**config.mk**
```make
export PLATFORM = sky130hd
export DESIGN_NAME = pmcb_bank
export DESIGN_NICKNAME = d
export VERILOG_FILES = /design/src/rtl/pmcb_bank.v /design/src/rtl/pmcb_delay.v /design/src/rtl/pmcb_peak.v
export VERILOG_INCLUDE_DIRS = /design/src /design/src/rtl
export SDC_FILE = /design/constraint.sdc
export NUM_CORES = 2
export LEC_CHECK = 0
export BUFFER_PORTS_ARGS = -buffer_cell sky130_fd_sc_hd__buf_2
export CORE_MARGIN = 8
export CORE_UTILIZATION = 30
export CTS_BUF_LIST = sky130_fd_sc_hd__clkbuf_8
export CTS_CLUSTER_SIZE = 12
export DETAILED_ROUTE_END_ITERATION = 6
export PLACE_DENSITY = 0.58
export SLEW_MARGIN = 10
export SYNTH_ARGS = -nofsm -noshare
export SYNTH_HDL_FRONTEND = slang
export SYNTH_HIERARCHICAL = 1
export SYNTH_SLANG_ARGS = --single-unit
```
**constraint.sdc**
```tcl
create_clock -name clk_sys -period 6.7 [get_ports clk_sys]
set_clock_uncertainty 0.05 [all_clocks]
set_input_delay 0.67 -clock clk_sys [delete_from_list [all_inputs] [get_ports clk_sys]]
set_output_delay 0.67 -clock clk_sys [all_outputs]
set_load 0.005 [all_outputs]
```
**src/rtl/pmcb_consts.vh**
```
`ifndef PMCB_CONSTS_VH
`define PMCB_CONSTS_VH
// ----------------------------------------
// command codes
// ----------------------------------------
`define PMCB_CMD_PAGE 8'h00
`define PMCB_CMD_STORE_ALL 8'h15
`define PMCB_CMD_RESTORE_ALL 8'h16
`define PMCB_CMD_FAULT_RESP 8'hD5
`define PMCB_CMD_OT_RESP 8'hD6
`define PMCB_CMD_IOUT_PEAK 8'hD7
`define PMCB_CMD_RETRY 8'hDB
`define PMCB_CMD_RESTART 8'hDC
`define PMCB_CMD_VOUT_PEAK 8'hDD
`define PMCB_CMD_VIN_PEAK 8'hDE
`define PMCB_CMD_T1_PEAK 8'hDF
`define PMCB_CMD_CLR_PEAKS 8'hE3
`define PMCB_CMD_PADS 8'hE5
`define PMCB_CMD_ADDR 8'hE6
`define PMCB_CMD_PART_ID 8'hE7
`define PMCB_CMD_LOG_SAVE 8'hEA
`define PMCB_CMD_LOG_ERASE 8'hEC
`define PMCB_CMD_LOG_READ 8'hEE
`define PMCB_CMD_COMMON 8'hEF
`define PMCB_CMD_COMPARE 8'hF0
`define PMCB_CMD_T2_PEAK 8'hF4
`define PMCB_CMD_PWM_CFG 8'hF5
`define PMCB_CMD_TEMPCO 8'hF6
`define PMCB_CMD_T1_GAIN 8'hF8
`define PMCB_CMD_T1_OFFS 8'hF9
`define PMCB_CMD_RAIL 8'hFA
`define PMCB_CMD_SOFT_RESET 8'hFD
// ----------------------------------------
// reset values
// ----------------------------------------
`define PMCB_RST_FAULT_RESP 8'hC0
`define PMCB_RST_OT_RESP 8'hC0
`define PMCB_RST_RETRY 16'hFABC
`define PMCB_RST_RESTART 16'hFBE8
`define PMCB_RST_ADDR 8'h4F
`define PMCB_RST_PWM_CFG 8'h14
`define PMCB_RST_TEMPCO 16'h0F3C
`define PMCB_RST_T1_GAIN 16'h4000
`define PMCB_RST_T1_OFFS 16'h8000
`define PMCB_RST_RAIL 8'h80
`define PMCB_PART_ID 16'h5A5A
`define PMCB_PEAK_FLOOR 16'h0000
// last count of the millisecond divider
`define PMCB_MS_DIV 16'hC34F
// ----------------------------------------
// nonvolatile image size (words) and log depth (bytes)
// ----------------------------------------
`define PMCB_NV_WORDS 24
`define PMCB_LOG_DEPTH 16
`endif

```
**src/rtl/pmcb_bank.v**
```verilog
`timescale 1ns/100ps
`include "pmcb_consts.vh"
// How it works
// (RULE_01) paged external temperature peak word kept
// (RULE_02) single internal temperature peak word kept
// (RULE_03) peak clear command resets all peaks
// (RULE_04) log save copies log to storage
// (RULE_05) log erase clears stored log
// (RULE_06) log returned as block read
// (RULE_07) compare command checks working against storage
// (RULE_08) bus address byte, seven bits, 0x4F
// (RULE_09) paged multiphase address byte, default 0x80
// (RULE_10) store, restore, power-up load nonvolatile settings
// (RULE_11) retry waits at least programmed delay
// (RULE_12) run held low for restart delay
// (RULE_13) paged fault pin response byte 0xC0
// (RULE_14) read-only overtemperature response byte 0xC0
// (RULE_15) read-only part identifier word
// (RULE_16) external temperature slope word, default unity
// (RULE_17) external temperature offset word, default zero
// (RULE_18) paged sense tempco word, default 0x0F3C
// (RULE_19) shared pwm setup byte, default 0x14
// (RULE_20) paged commands use selected page copy
module pmcb_bank (
  input wire clk_sys,
  input wire rst,
  input wire cmd_valid,
  input wire [7:0] cmd_code,
  input wire cmd_write,
  input wire [15:0] cmd_wdata,
  input wire rd_next,
  input wire [15:0] iout_meas0,
  input wire [15:0] iout_meas1,
  input wire [15:0] vout_meas0,
  input wire [15:0] vout_meas1,
  input wire [15:0] vin_meas,
  input wire [15:0] temp1_meas0,
  input wire [15:0] temp1_meas1,
  input wire [15:0] temp2_meas,
  input wire meas_valid,
  input wire [15:0] pads_in,
  input wire [7:0] common_in,
  input wire [1:0] fault_event,
  input wire [7:0] log_entry,
  output reg [15:0] rd_data,
  output reg rd_valid,
  output reg [7:0] rd_len,
  output reg compare_fail,
  output reg [1:0] retry_hold,
  output reg [1:0] run_low,
  output reg [6:0] dev_address,
  output reg [7:0] pwm_setup_out,
  output reg [15:0] temp1_gain_out,
  output reg [15:0] temp1_offs_out,
  output reg [15:0] tempco_out,
  output reg [7:0] fault_resp_out
);
  // ----------------------------------------
  // working registers
  // ----------------------------------------
  reg page;
  reg [7:0] fault_pin_pwm_response [0:1];
  reg [15:0] fault_retry_wait [0:1];
  reg [15:0] run_hold_low_time [0:1];
  reg [7:0] bus_address;
  reg [7:0] shared_pwm_setup;
  reg [15:0] sense_tempco [0:1];
  reg [15:0] ext_temp_slope [0:1];
  reg [15:0] ext_temp_addend [0:1];
  reg [7:0] multiphase_group_address [0:1];
  // nonvolatile image and logs
  reg [15:0] nv_img [0:`PMCB_NV_WORDS-1];
  reg nv_loaded;
  reg [7:0] log_ram [0:`PMCB_LOG_DEPTH-1];
  reg [7:0] log_nv [0:`PMCB_LOG_DEPTH-1];
  reg [3:0] log_wp;
  reg [3:0] log_rp;
  reg cmp_diff;
  reg [15:0] tick_div;
  reg tick_ms;
  wire [1:0] retry_busy;
  wire [1:0] restart_busy;
  wire [15:0] pk_i0, pk_i1, pk_v0, pk_v1, pk_vin, pk_t0, pk_t1, pk_t2;
  integer i, j, k, n;
  // ----------------------------------------
  // helper functions
  // ----------------------------------------
  // decode a command for this code
  function is_cmd;
    input [7:0] code;
    input [7:0] want;
    begin
      is_cmd = cmd_valid && (code == want);
    end
  endfunction
  // linear11 ms value to integer ms
  function [15:0] l11_ms;
    input [15:0] v;
    reg [4:0] e;
    reg [10:0] m;
    begin
      e = v[15:11];
      m = v[10:0];
      if (e[4]) begin
        l11_ms = {5'h00, m} >> (~e + 5'h01);
      end else begin
        l11_ms = {5'h00, m} << e;
      end
    end
  endfunction
  wire do_clear = is_cmd(cmd_code, `PMCB_CMD_CLR_PEAKS); // RULE_03
  wire do_store = is_cmd(cmd_code, `PMCB_CMD_STORE_ALL);
  wire do_restore = is_cmd(cmd_code, `PMCB_CMD_RESTORE_ALL) ||
    is_cmd(cmd_code, `PMCB_CMD_SOFT_RESET);
  wire do_load = do_restore || !nv_loaded; // RULE_10
  // ----------------------------------------
  // peak trackers
  // ----------------------------------------
  pmcb_peak u_pk_i0 (.clk_sys(clk_sys), .rst(rst), .clear(do_clear), .sample_valid(meas_valid),
    .sample(iout_meas0), .peak(pk_i0));
  pmcb_peak u_pk_i1 (.clk_sys(clk_sys), .rst(rst), .clear(do_clear), .sample_valid(meas_valid),
    .sample(iout_meas1), .peak(pk_i1));
  pmcb_peak u_pk_v0 (.clk_sys(clk_sys), .rst(rst), .clear(do_clear), .sample_valid(meas_valid),
    .sample(vout_meas0), .peak(pk_v0));
  pmcb_peak u_pk_v1 (.clk_sys(clk_sys), .rst(rst), .clear(do_clear), .sample_valid(meas_valid),
    .sample(vout_meas1), .peak(pk_v1));
  pmcb_peak u_pk_vin (.clk_sys(clk_sys), .rst(rst), .clear(do_clear), .sample_valid(meas_valid),
    .sample(vin_meas), .peak(pk_vin));
  pmcb_peak u_pk_t0 (.clk_sys(clk_sys), .rst(rst), .clear(do_clear), .sample_valid(meas_valid),
    .sample(temp1_meas0), .peak(pk_t0)); // RULE_01
  pmcb_peak u_pk_t1 (.clk_sys(clk_sys), .rst(rst), .clear(do_clear), .sample_valid(meas_valid),
    .sample(temp1_meas1), .peak(pk_t1)); // RULE_01
  pmcb_peak u_pk_t2 (.clk_sys(clk_sys), .rst(rst), .clear(do_clear), .sample_valid(meas_valid),
    .sample(temp2_meas), .peak(pk_t2)); // RULE_02
  // ----------------------------------------
  // millisecond tick: 50 cycles per us
  // ----------------------------------------
  always @(posedge clk_sys) begin
    if (rst) begin
      tick_div <= 16'h0000;
      tick_ms <= 1'b0;
    end else if (tick_div == `PMCB_MS_DIV) begin
      tick_div <= 16'h0000;
      tick_ms <= 1'b1;
    end else begin
      tick_div <= tick_div + 16'h0001;
      tick_ms <= 1'b0;
    end
  end
  // ----------------------------------------
  // retry and restart timers per channel
  // ----------------------------------------
  pmcb_delay u_retry0 (.clk_sys(clk_sys), .rst(rst), .tick_ms(tick_ms),
    .start(fault_event[0]), .ms(l11_ms(fault_retry_wait[0])), .busy(retry_busy[0])); // RULE_11
  pmcb_delay u_retry1 (.clk_sys(clk_sys), .rst(rst), .tick_ms(tick_ms),
    .start(fault_event[1]), .ms(l11_ms(fault_retry_wait[1])), .busy(retry_busy[1])); // RULE_11
  pmcb_delay u_rst0 (.clk_sys(clk_sys), .rst(rst), .tick_ms(tick_ms),
    .start(fault_event[0]), .ms(l11_ms(run_hold_low_time[0])), .busy(restart_busy[0])); // RULE_12
  pmcb_delay u_rst1 (.clk_sys(clk_sys), .rst(rst), .tick_ms(tick_ms),
    .start(fault_event[1]), .ms(l11_ms(run_hold_low_time[1])), .busy(restart_busy[1])); // RULE_12
  // ----------------------------------------
  // register writes, store and restore
  // ----------------------------------------
  always @(posedge clk_sys) begin
    if (rst) begin
      page <= 1'b0;
      nv_loaded <= 1'b0;
      bus_address <= `PMCB_RST_ADDR; // RULE_08
      shared_pwm_setup <= `PMCB_RST_PWM_CFG; // RULE_19
      for (i = 0; i < 2; i = i + 1) begin
        fault_pin_pwm_response[i] <= `PMCB_RST_FAULT_RESP; // RULE_13
        fault_retry_wait[i] <= `PMCB_RST_RETRY;
        run_hold_low_time[i] <= `PMCB_RST_RESTART;
        sense_tempco[i] <= `PMCB_RST_TEMPCO; // RULE_18
        ext_temp_slope[i] <= `PMCB_RST_T1_GAIN; // RULE_16
        ext_temp_addend[i] <= `PMCB_RST_T1_OFFS; // RULE_17
        multiphase_group_address[i] <= `PMCB_RST_RAIL; // RULE_09
      end
    end else if (do_load) begin
      nv_loaded <= 1'b1;
      if (nv_img[23] == 16'hA5A5) begin
        bus_address <= nv_img[0][7:0]; // RULE_10
        shared_pwm_setup <= nv_img[1][7:0];
        for (i = 0; i < 2; i = i + 1) begin
          fault_pin_pwm_response[i] <= nv_img[2+i][7:0];
          fault_retry_wait[i] <= nv_img[4+i];
          run_hold_low_time[i] <= nv_img[6+i];
          sense_tempco[i] <= nv_img[8+i];
          ext_temp_slope[i] <= nv_img[10+i];
          ext_temp_addend[i] <= nv_img[12+i];
          multiphase_group_address[i] <= nv_img[14+i][7:0];
        end
      end
    end else if (cmd_valid && cmd_write) begin
      case (cmd_code)
        `PMCB_CMD_PAGE: page <= cmd_wdata[0];
        `PMCB_CMD_ADDR: bus_address <= {1'b0, cmd_wdata[6:0]}; // RULE_08
        `PMCB_CMD_PWM_CFG: shared_pwm_setup <= cmd_wdata[7:0]; // RULE_19
        `PMCB_CMD_FAULT_RESP: fault_pin_pwm_response[page] <= cmd_wdata[7:0]; // RULE_20
        `PMCB_CMD_RETRY: fault_retry_wait[page] <= cmd_wdata; // RULE_20
        `PMCB_CMD_RESTART: run_hold_low_time[page] <= cmd_wdata;
        `PMCB_CMD_TEMPCO: sense_tempco[page] <= cmd_wdata;
        `PMCB_CMD_T1_GAIN: ext_temp_slope[page] <= cmd_wdata;
        `PMCB_CMD_T1_OFFS: ext_temp_addend[page] <= cmd_wdata;
        `PMCB_CMD_RAIL: multiphase_group_address[page] <= cmd_wdata[7:0]; // RULE_09
        default: page <= page;
      endcase
    end
  end
  // nonvolatile image write on store-all
  always @(posedge clk_sys) begin
    if (rst) begin
      for (j = 0; j < `PMCB_NV_WORDS; j = j + 1) begin
        nv_img[j] <= 16'h0000;
      end
    end else if (do_store) begin
      nv_img[0] <= {8'h00, bus_address}; // RULE_10
      nv_img[1] <= {8'h00, shared_pwm_setup};
      for (j = 0; j < 2; j = j + 1) begin
        nv_img[2+j] <= {8'h00, fault_pin_pwm_response[j]};
        nv_img[4+j] <= fault_retry_wait[j];
        nv_img[6+j] <= run_hold_low_time[j];
        nv_img[8+j] <= sense_tempco[j];
        nv_img[10+j] <= ext_temp_slope[j];
        nv_img[12+j] <= ext_temp_addend[j];
        nv_img[14+j] <= {8'h00, multiphase_group_address[j]};
      end
      nv_img[23] <= 16'hA5A5;
    end
  end
  // ----------------------------------------
  // fault log: capture, save, erase, readout
  // ----------------------------------------
  always @(posedge clk_sys) begin
    if (rst) begin
      log_wp <= 4'h0;
      for (k = 0; k < `PMCB_LOG_DEPTH; k = k + 1) begin
        log_ram[k] <= 8'h00;
        log_nv[k] <= 8'h00;
      end
    end else begin
      if (|fault_event) begin
        log_ram[log_wp] <= log_entry;
        log_wp <= log_wp + 4'h1;
      end
      if (is_cmd(cmd_code, `PMCB_CMD_LOG_SAVE)) begin
        for (k = 0; k < `PMCB_LOG_DEPTH; k = k + 1) begin
          log_nv[k] <= log_ram[k]; // RULE_04
        end
      end else if (is_cmd(cmd_code, `PMCB_CMD_LOG_ERASE)) begin
        for (k = 0; k < `PMCB_LOG_DEPTH; k = k + 1) begin
          log_nv[k] <= 8'h00; // RULE_05
        end
      end
    end
  end
  // ----------------------------------------
  // read path and compare
  // ----------------------------------------
  // any stored setting that differs from its working copy
  always @* begin
    cmp_diff = (nv_img[23] != 16'hA5A5) || (nv_img[0][7:0] != bus_address) ||
      (nv_img[1][7:0] != shared_pwm_setup);
    for (n = 0; n < 2; n = n + 1) begin
      cmp_diff = cmp_diff || (nv_img[2+n][7:0] != fault_pin_pwm_response[n]) ||
        (nv_img[4+n] != fault_retry_wait[n]) || (nv_img[6+n] != run_hold_low_time[n]) ||
        (nv_img[8+n] != sense_tempco[n]) || (nv_img[10+n] != ext_temp_slope[n]) ||
        (nv_img[12+n] != ext_temp_addend[n]) ||
        (nv_img[14+n][7:0] != multiphase_group_address[n]); // RULE_07
    end
  end
  always @(posedge clk_sys) begin
    if (rst) begin
      rd_data <= 16'h0000;
      rd_valid <= 1'b0;
      rd_len <= 8'h00;
      log_rp <= 4'h0;
      compare_fail <= 1'b0;
    end else begin
      rd_valid <= 1'b0;
      if (is_cmd(cmd_code, `PMCB_CMD_COMPARE)) begin
        compare_fail <= cmp_diff; // RULE_07
      end
      if (rd_next && rd_len != 8'h00) begin
        rd_data <= {8'h00, log_nv[log_rp]}; // RULE_06
        rd_valid <= 1'b1;
        log_rp <= log_rp + 4'h1;
        rd_len <= rd_len - 8'h01;
      end else if (cmd_valid && !cmd_write) begin
        rd_valid <= 1'b1;
        rd_len <= 8'h00;
        case (cmd_code)
          `PMCB_CMD_FAULT_RESP: rd_data <= {8'h00, fault_pin_pwm_response[page]}; // RULE_20
          `PMCB_CMD_OT_RESP: rd_data <= {8'h00, `PMCB_RST_OT_RESP}; // RULE_14
          `PMCB_CMD_IOUT_PEAK: rd_data <= page ? pk_i1 : pk_i0;
          `PMCB_CMD_RETRY: rd_data <= fault_retry_wait[page];
          `PMCB_CMD_RESTART: rd_data <= run_hold_low_time[page];
          `PMCB_CMD_VOUT_PEAK: rd_data <= page ? pk_v1 : pk_v0;
          `PMCB_CMD_VIN_PEAK: rd_data <= pk_vin;
          `PMCB_CMD_T1_PEAK: rd_data <= page ? pk_t1 : pk_t0; // RULE_01
          `PMCB_CMD_T2_PEAK: rd_data <= pk_t2; // RULE_02
          `PMCB_CMD_PADS: rd_data <= pads_in;
          `PMCB_CMD_ADDR: rd_data <= {8'h00, bus_address};
          `PMCB_CMD_PART_ID: rd_data <= `PMCB_PART_ID; // RULE_15
          `PMCB_CMD_COMMON: rd_data <= {8'h00, common_in};
          `PMCB_CMD_PWM_CFG: rd_data <= {8'h00, shared_pwm_setup};
          `PMCB_CMD_TEMPCO: rd_data <= sense_tempco[page];
          `PMCB_CMD_T1_GAIN: rd_data <= ext_temp_slope[page];
          `PMCB_CMD_T1_OFFS: rd_data <= ext_temp_addend[page];
          `PMCB_CMD_RAIL: rd_data <= {8'h00, multiphase_group_address[page]};
          `PMCB_CMD_PAGE: rd_data <= {15'h0000, page};
          `PMCB_CMD_LOG_READ: begin
            rd_data <= {8'h00, 4'h0, 4'hF} + 16'h0001; // block byte count
            rd_len <= 8'h10; // RULE_06
            log_rp <= 4'h0;
          end
          default: rd_data <= 16'h0000;
        endcase
      end
    end
  end
  // ----------------------------------------
  // registered control outputs
  // ----------------------------------------
  always @(posedge clk_sys) begin
    if (rst) begin
      retry_hold <= 2'b00;
      run_low <= 2'b00;
      dev_address <= 7'h00;
      pwm_setup_out <= 8'h00;
      temp1_gain_out <= 16'h0000;
      temp1_offs_out <= 16'h0000;
      tempco_out <= 16'h0000;
      fault_resp_out <= 8'h00;
    end else begin
      retry_hold <= retry_busy; // RULE_11
      run_low <= restart_busy; // RULE_12
      dev_address <= bus_address[6:0]; // RULE_08
      pwm_setup_out <= shared_pwm_setup; // RULE_19
      temp1_gain_out <= ext_temp_slope[page]; // RULE_16
      temp1_offs_out <= ext_temp_addend[page]; // RULE_17
      tempco_out <= sense_tempco[page]; // RULE_18
      fault_resp_out <= fault_pin_pwm_response[page]; // RULE_13
    end
  end
endmodule // pmcb_bank

```
**src/rtl/pmcb_delay.v**
```verilog
`timescale 1ns/100ps
// ----------------------------------------
// millisecond countdown, started by pulse
// ----------------------------------------
module pmcb_delay (
  input wire clk_sys,
  input wire rst,
  input wire tick_ms,
  input wire start,
  input wire [15:0] ms,
  output reg busy
);
  reg [15:0] left;
  // count ms ticks, hold busy until at least ms elapsed
  always @(posedge clk_sys) begin
    if (rst) begin
      left <= 16'h0000;
      busy <= 1'b0;
    end else if (start) begin
      left <= ms + 16'h0001;
      busy <= 1'b1;
    end else if (busy && tick_ms) begin
      if (left <= 16'h0001) begin
        busy <= 1'b0;
        left <= 16'h0000;
      end else begin
        left <= left - 16'h0001;
      end
    end
  end
endmodule // pmcb_delay

```
**src/rtl/pmcb_peak.v**
```verilog
`timescale 1ns/100ps
`include "pmcb_consts.vh"
// ----------------------------------------
// running maximum of one measurement
// ----------------------------------------
module pmcb_peak (
  input wire clk_sys,
  input wire rst,
  input wire clear,
  input wire sample_valid,
  input wire [15:0] sample,
  output reg [15:0] peak
);
  // track largest sample, restart on clear
  always @(posedge clk_sys) begin
    if (rst || clear) begin
      peak <= `PMCB_PEAK_FLOOR;
    end else if (sample_valid && sample > peak) begin
      peak <= sample;
    end
  end
endmodule // pmcb_peak

```
==> Yosys cells after proc, flatten, opt, wreduce, memory -nomap -nowiden <==
Memories as Yosys holds them, arrays and structs flattened. A register that Yosys moved wholly into a read port is not among the register bits.
Cells that the tools add are included.
{ "classes": {"n_reduce_logical": 77, "muxes": 208, "eq_ne": 46, "magnitude_cmp": 12, "div_mod_pow": 0, "shifts": 8, "mul": 0, "bitwise_logic": 68, "addsub": 16} }
{ "op_table": {"columns": ["operator", "count"], "rows": [
  ["two-way mux 16 bit", 51],
  ["two-way mux 8 bit", 51],
  ["case mux 16 bit (20 select lines)", 1],
  ["== test 8 bit (second input constant)", 24],
  ["inequality test 16 bit", 10],
  ["greater-than comparator 16 bit", 8],
  ["two-way mux 1 bit", 98],
  ["adder 16 x 1 -> 16 bit (second input constant)", 5],
  ["OR reduction 16 bit", 5],
  ["less-or-equal comparator 16 x 1 -> 1 bit (second input constant)", 4],
  ["<< shifter 11 x 5 -> 16 bit", 4],
  [">> shifter 11 x 5 -> 16 bit", 4],
  ["subtractor 16 x 1 -> 16 bit (second input constant)", 4],
  ["bitwise OR 1 bit", 63],
  ["inequality test 8 bit", 6],
  ["== test 16 bit (second input constant)", 2],
  ["nonzero test 2 bit", 13],
  ["two-way mux 4 bit", 6],
  ["OR reduction 8 bit", 3],
  ["logical AND 1 bit", 22],
  ["adder 5 x 1 -> 5 bit (second input constant)", 4],
  ["inverter 5 bit", 4],
  ["logical OR 1 bit", 19],
  ["== test 8 x 5 -> 1 bit (second input constant)", 2],
  ["12 further kinds", 22]
]} }
{ "word_totals": {"memories": 10, "ram_bits": 832, "output_inout_bits": 101, "register_bits": 340, "wordCells": 482, "latch_bits": 0, "rom_bits": 0, "in_bits": 192} }
{ "memory_table": {"columns": ["memory", "words", "word_bits", "read_ports", "rd_clocked_by_memory_dff", "write_ports", "line", "rtl"], "rows": [
  ["nv_img", 24, 16, 17, 0, 24, "pmcb_bank.v:72", "reg [15:0] nv_img [0:`PMCB_NV_WORDS-1];"],
  ["log_nv", 16, 8, 1, 1, 16, "pmcb_bank.v:75", "reg [7:0] log_nv [0:`PMCB_LOG_DEPTH-1];"],
  ["log_ram", 16, 8, 16, 0, 16, "pmcb_bank.v:74", "reg [7:0] log_ram [0:`PMCB_LOG_DEPTH-1];"],
  ["ext_temp_addend", 2, 16, 3, 1, 2, "pmcb_bank.v:69", "reg [15:0] ext_temp_addend [0:1];"],
  ["ext_temp_slope", 2, 16, 3, 1, 2, "pmcb_bank.v:68", "reg [15:0] ext_temp_slope [0:1];"],
  ["fault_retry_wait", 2, 16, 3, 1, 2, "pmcb_bank.v:63", "reg [15:0] fault_retry_wait [0:1];"],
  ["4 more memories", null, null, null, null, null, null, null]
]} }

==> Depth between registers and ports, before layout <==
An unclocked memory read counts as a cell.
{ "logic_depth": {"depth_word": 18, "mapped_depth": 18, "depth_no_buf": 15} }

==> By module <==
The synthesis kept the hierarchy.
{ "modules_own_cells": {"columns": ["mod", "area_each_um2", "cells_per_inst", "instances", "seq_area_each_um2"], "rows": [
  ["pmcb_bank", 40442.5, 3578, 1, 22071.2],
  ["pmcb_peak", 1069.8, 126, 8, 320.3],
  ["pmcb_delay", 1348.8, 176, 4, 340.3]
]} }

==> Least setup slack after synthesis <==
No wires, ideal clock.
{ "synth_timing": {"path_type": "input-to-reg", "startpoint": "input cmd_code[7]", "endpoint": "memory nv_img[0][0], enable pin", "setup_slack_ns": -0.447, "path_buffers": 4, "setup_ns": 0.578, "arrival_time_ns": 6.519, "required_ns": 6.072, "cell_stages": 7, "cell_sequence": "buf_2 -> or3_4 -> or3_1 -> clkbuf_1 -> clkbuf_1 -> buf_1 -> nand2_1"} }
{ "synth_lines": {"columns": ["element", "line", "rtl"], "rows": [
  ["from (decl)", "pmcb_bank.v:28", "input wire [7:0] cmd_code,"],
  ["to (decl)", "pmcb_bank.v:72", null]
]} }

==> flow_summary_export.csv <==
group,metric,value,unit
run_status,outcome,"complete, no violations",
detailed_routing,avgViaCountPerCell,5.57,
synthesis,synth_xor_area_frac,0.0319,
worst_setup_path,max_stage_delay,0.89,ns
detailed_routing,vias,45600,
cells_and_area,nets,5965,
synthesis,avgSynthCellArea,10.3,um^2
clock_tree,clk_pin_slew,0.07,ns
cells_and_area,area_growth,15.9,%
worst_hold_path,min_path_type,"input pin to register",
sta,period_share,0.747,
floorplan,initial_utilization,0.301,
worst_setup_path,crit_path_start_kind,"register",
synthesis,synth_flop_cell,"edfxtp_1",
sta,rsz0062_at_grt,"no",
sta,fin_crit,5.00,ns
pwr,switching_share,0.308,
synthesis,synth_top_family_by_area,"simple AND/OR/NAND/NOR gates",
global_routing,grt-ovfl-total,0,
placement,dp_cells,7673,
clock_tree,clock_latency,0.95,ns
clock_tree,clockBufferDepth,3,
floorplan,dieArea,195000,um^2
sta,worst_pin_slew,1.38,ns
global_routing,grt_pass1_wl,309,mm
sta,hold_violations,0,
synthesis,ys_seq_area_frac,0.478,
synthesis,async_flop_share,0,
worst_setup_path,cpMostUsedCell,"a211oi_1",
synthesis,synth_warnings,6,
worst_setup_path,cp_top_family,"compound AO/OA/AOI/OAI gates",
pwr,p_int,0.0109,W
clock_tree,cts.sinks,1002,
worst_setup_path,worst_setup_path_end_kind,"register",
synthesis,synth_edf_count,593,
worst_setup_path,critPathArrivalTime,5.72,ns
synthesis,muxShareOfSynthArea,0.0862,
detailed_routing,first_pass_iters,6,
worst_setup_path,regToRegSetupSlack,1.70,ns
synthesis,ys_types,96,
cells_and_area,nFillCells,18100,
clock_tree,cts_tree,"done",
sta,tns,0,ns
cells_and_area,stdcell_count,8183,
clock_tree,htree_levels,4,
pwr,p_comb_frac,0.158,
synthesis,synth_nets,5634,
cells_and_area,regArea,26000,um^2
synthesis,netlist_area,54400,um^2
floorplan,ios,293,
cells_and_area,multi_input_area,25700,um^2
placement,io_buffers,292,
global_routing,grt_start_max_net_pins,153,
global_routing,grt_usage,0.210,
pwr,powerDensity,250,nW/um^2
sta,setup_violations,0,
synthesis,synth_cells,5290,
synthesis,yosys.area_share.simple,0.170,
detailed_routing,drc_errors,0,
worst_setup_path,critPathMaxFanout,26,
worst_setup_path,crit_type,"register to register",
job,maxCapViolations,0,
pwr,ir_drop,0.000248,V
sta,slew_headroom,0.0554,
pwr,power_frac_seq,0.457,
worst_setup_path,critPathRequiredTime,7.42,ns
pwr,switchingPower,0.00486,W
floorplan,rows,156,
detailed_routing,totalWireLength,216,mm
detailed_routing,wl_per_cell,26.4,um
pwr,leakagePower,23.7,nW
pwr,p_clk_frac,0.385,
global_routing,antenna_found_initial,45,
floorplan,core_area,181000,um^2
worst_setup_path,crit_path_cell_trace,"inv_1, ha_1, mux2i_1, and2_1, a211oi_1, a211oi_1, o21ai_0, nand4_1, nor4_1, xor2_1, a32oi_1, o32ai_1",
worst_setup_path,critPathSlowestCell,"edfxtp_1",
global_routing,first_global_vias,43700,
floorplan,die_h,442,um
clock_tree,cts.root.buffer_cell,"clkbuf_8",
cells_and_area,drive_gt1_frac,0.141,
sta,fmax,200,MHz
worst_setup_path,critPathBufInv,1,
synthesis,ys_ff_latch,1002,
placement,gp_congestion,0.981,
synthesis,synth_compound_area_frac,0.148,
detailed_routing,antenna_left,0,
clock_tree,cts_buffers,183,
placement,dp_hpwl,157,mm
synthesis,synth_adder_area_share,0.0350,
detailed_routing,dr.first_iter.drc_count,5314,
floorplan,die_width,442,um
sta,finalMaxSlewViolations,0,
-- cells in the final DEF, fill, tap and decap left out, drive strengths merged, types with 18 or more instances in the layout --
master       count
a211oi          90
a21oi          199
a221oi          37
a22o           182
a22oi           69
a2bb2oi         19
a31oi           37
a32oi           21
and2           297
and3            92
buf            363
clkbuf         214
clkinv          52
dfxtp          409
diode           35
dlygate4sd3    133
edfxtp         593
ha             152
inv            367
mux2            29
mux2i          343
mux4            41
nand2          483
nand2b          37
nand3           81
nand3b          19
nand4           86
nor2           339
nor2b           68
nor3           134
nor4            72
o21ai          124
o22a            52
o22ai           97
or2             18
or3             20
xnor2           72
xor2           126
-- what timing repair did --
item                      in CTS  in global routing
buffers inserted               0                  0
resized for setup              0                  0
hold buffers                 133                  0
hold endpoints to repair     133                  0
-- cell usage after synthesis (78+ instances only) --
cell,n,share of area
buf_2,79,0.0073
edfxtp_1,593,0.33
nand4_1,78,0.0090
inv_1,300,0.021
dfxtp_1,409,0.15
clkbuf_1,204,0.014
nor2_1,323,0.022
and3_1,92,0.011
a22o_1,182,0.029
o21ai_0,114,0.010
o22ai_1,97,0.011
nand3_1,80,0.0074
a211oi_1,85,0.012
and2_1,297,0.034
xor2_1,126,0.020
a21oi_1,195,0.018
nand2_1,482,0.033
ha_1,152,0.035
mux2i_1,343,0.063
nor3_1,133,0.012
-- worst reg2reg max path, stage by stage, from the launching register on --
cell and delay [ns]:
edfxtp_1 0.89, inv_1 0.59, ha_1 0.85, mux2i_1 0.22
and2_1 0.20, a211oi_1 0.26, a211oi_1 0.09, o21ai_0 0.64
nand4_1 0.30, nor4_1 0.41, xor2_1 0.12, a32oi_1 0.16
o32ai_1 0.10
-- routing by layer --
| metal | part of all wire | track usage | vias up |
|---|---|---|---|
| met3 | 0.084 | 0.0405 | 577 |
| met5 | 0.00018 | 0 | - |
| met4 | 0.078 | 0.140 | 6 |
| met1 | 0.39 | 0.262 | 22400 |
| li1 | - | - | 20200 |
| met2 | 0.45 | 0.330 | 2358 |
-- path summary, 6_finish.rpt --
kind / depth (start not counted) / start / endpoint
max reg2reg: 12 / fault_retry_wait[0][11] / u_retry0/left[15]
min reg2reg: 1 / log_ram[12][5] / log_nv[12][5]
min: 5 / pads_in[15] / rd_data[15]
max: 12 / fault_retry_wait[0][11] / u_retry0/left[15]
-- logic make-up (layout without fill, tap and decap cells) --
kind of cell               after synthesis  count (layout)
buffers and inverters                  652            1140
and+or+nand+nor                       1783            1783
xor gates and xnor gates               198             198
adders and majority gates              152             152
muxes                                  413             413
AOI/OAI and AO/OA                     1090            1090
other                                    0              35
DFF                                   1002            1002
-- final cells by class --
type	instances	area share
multi-input combinational	3636	0.408
clock buffer	214	0.0467
sequential	1002	0.412
clock inverter	128	0.0132
tap	2370	0.0470
antenna	35	0.00139
timing repair buffer	496	0.0535
inverter	302	0.0180
-- flip-flops by register name, summed over array words and instances, names as in the netlist, 32 cells and up, named ones only --
| register | count |
|---|---|
| ext_temp_addend | 32 |
| sense_tempco | 32 |
| ext_temp_slope | 32 |
| log_nv | 128 |
| log_ram | 128 |
| run_hold_low_time | 32 |
| nv_img | 209 |
| fault_retry_wait | 32 |
-- per-stage QoR --
step                      total power [W]  hold slack [ns]  utilization  instance area (um^2)  worst slack (ns)
after floorplan                   0.00877            0.379            -                 54400              1.55
after global placement            0.00968            0.376        0.320                 57800              1.94
after detailed placement          0.00972            0.381        0.320                 57800              1.81
after CTS                          0.0158           0.0106        0.349                 62900              1.80
after global routing               0.0164           0.0598        0.349                 63000              1.12
final                              0.0158           0.0894        0.349                 63000              1.70
-- power by group through the flow --
stage | Sequential (W) | Combinational [W] | Clock, W
floorplan | 0.00718 | 0.00160 | 0
global placement | 0.00731 | 0.00237 | 0
detailed placement | 0.00732 | 0.00240 | 0
CTS | 0.00720 | 0.00247 | 0.00617
global route | 0.00724 | 0.00268 | 0.00644
finish | 0.00721 | 0.00249 | 0.00607
Power figures use the tool's default switching activity.
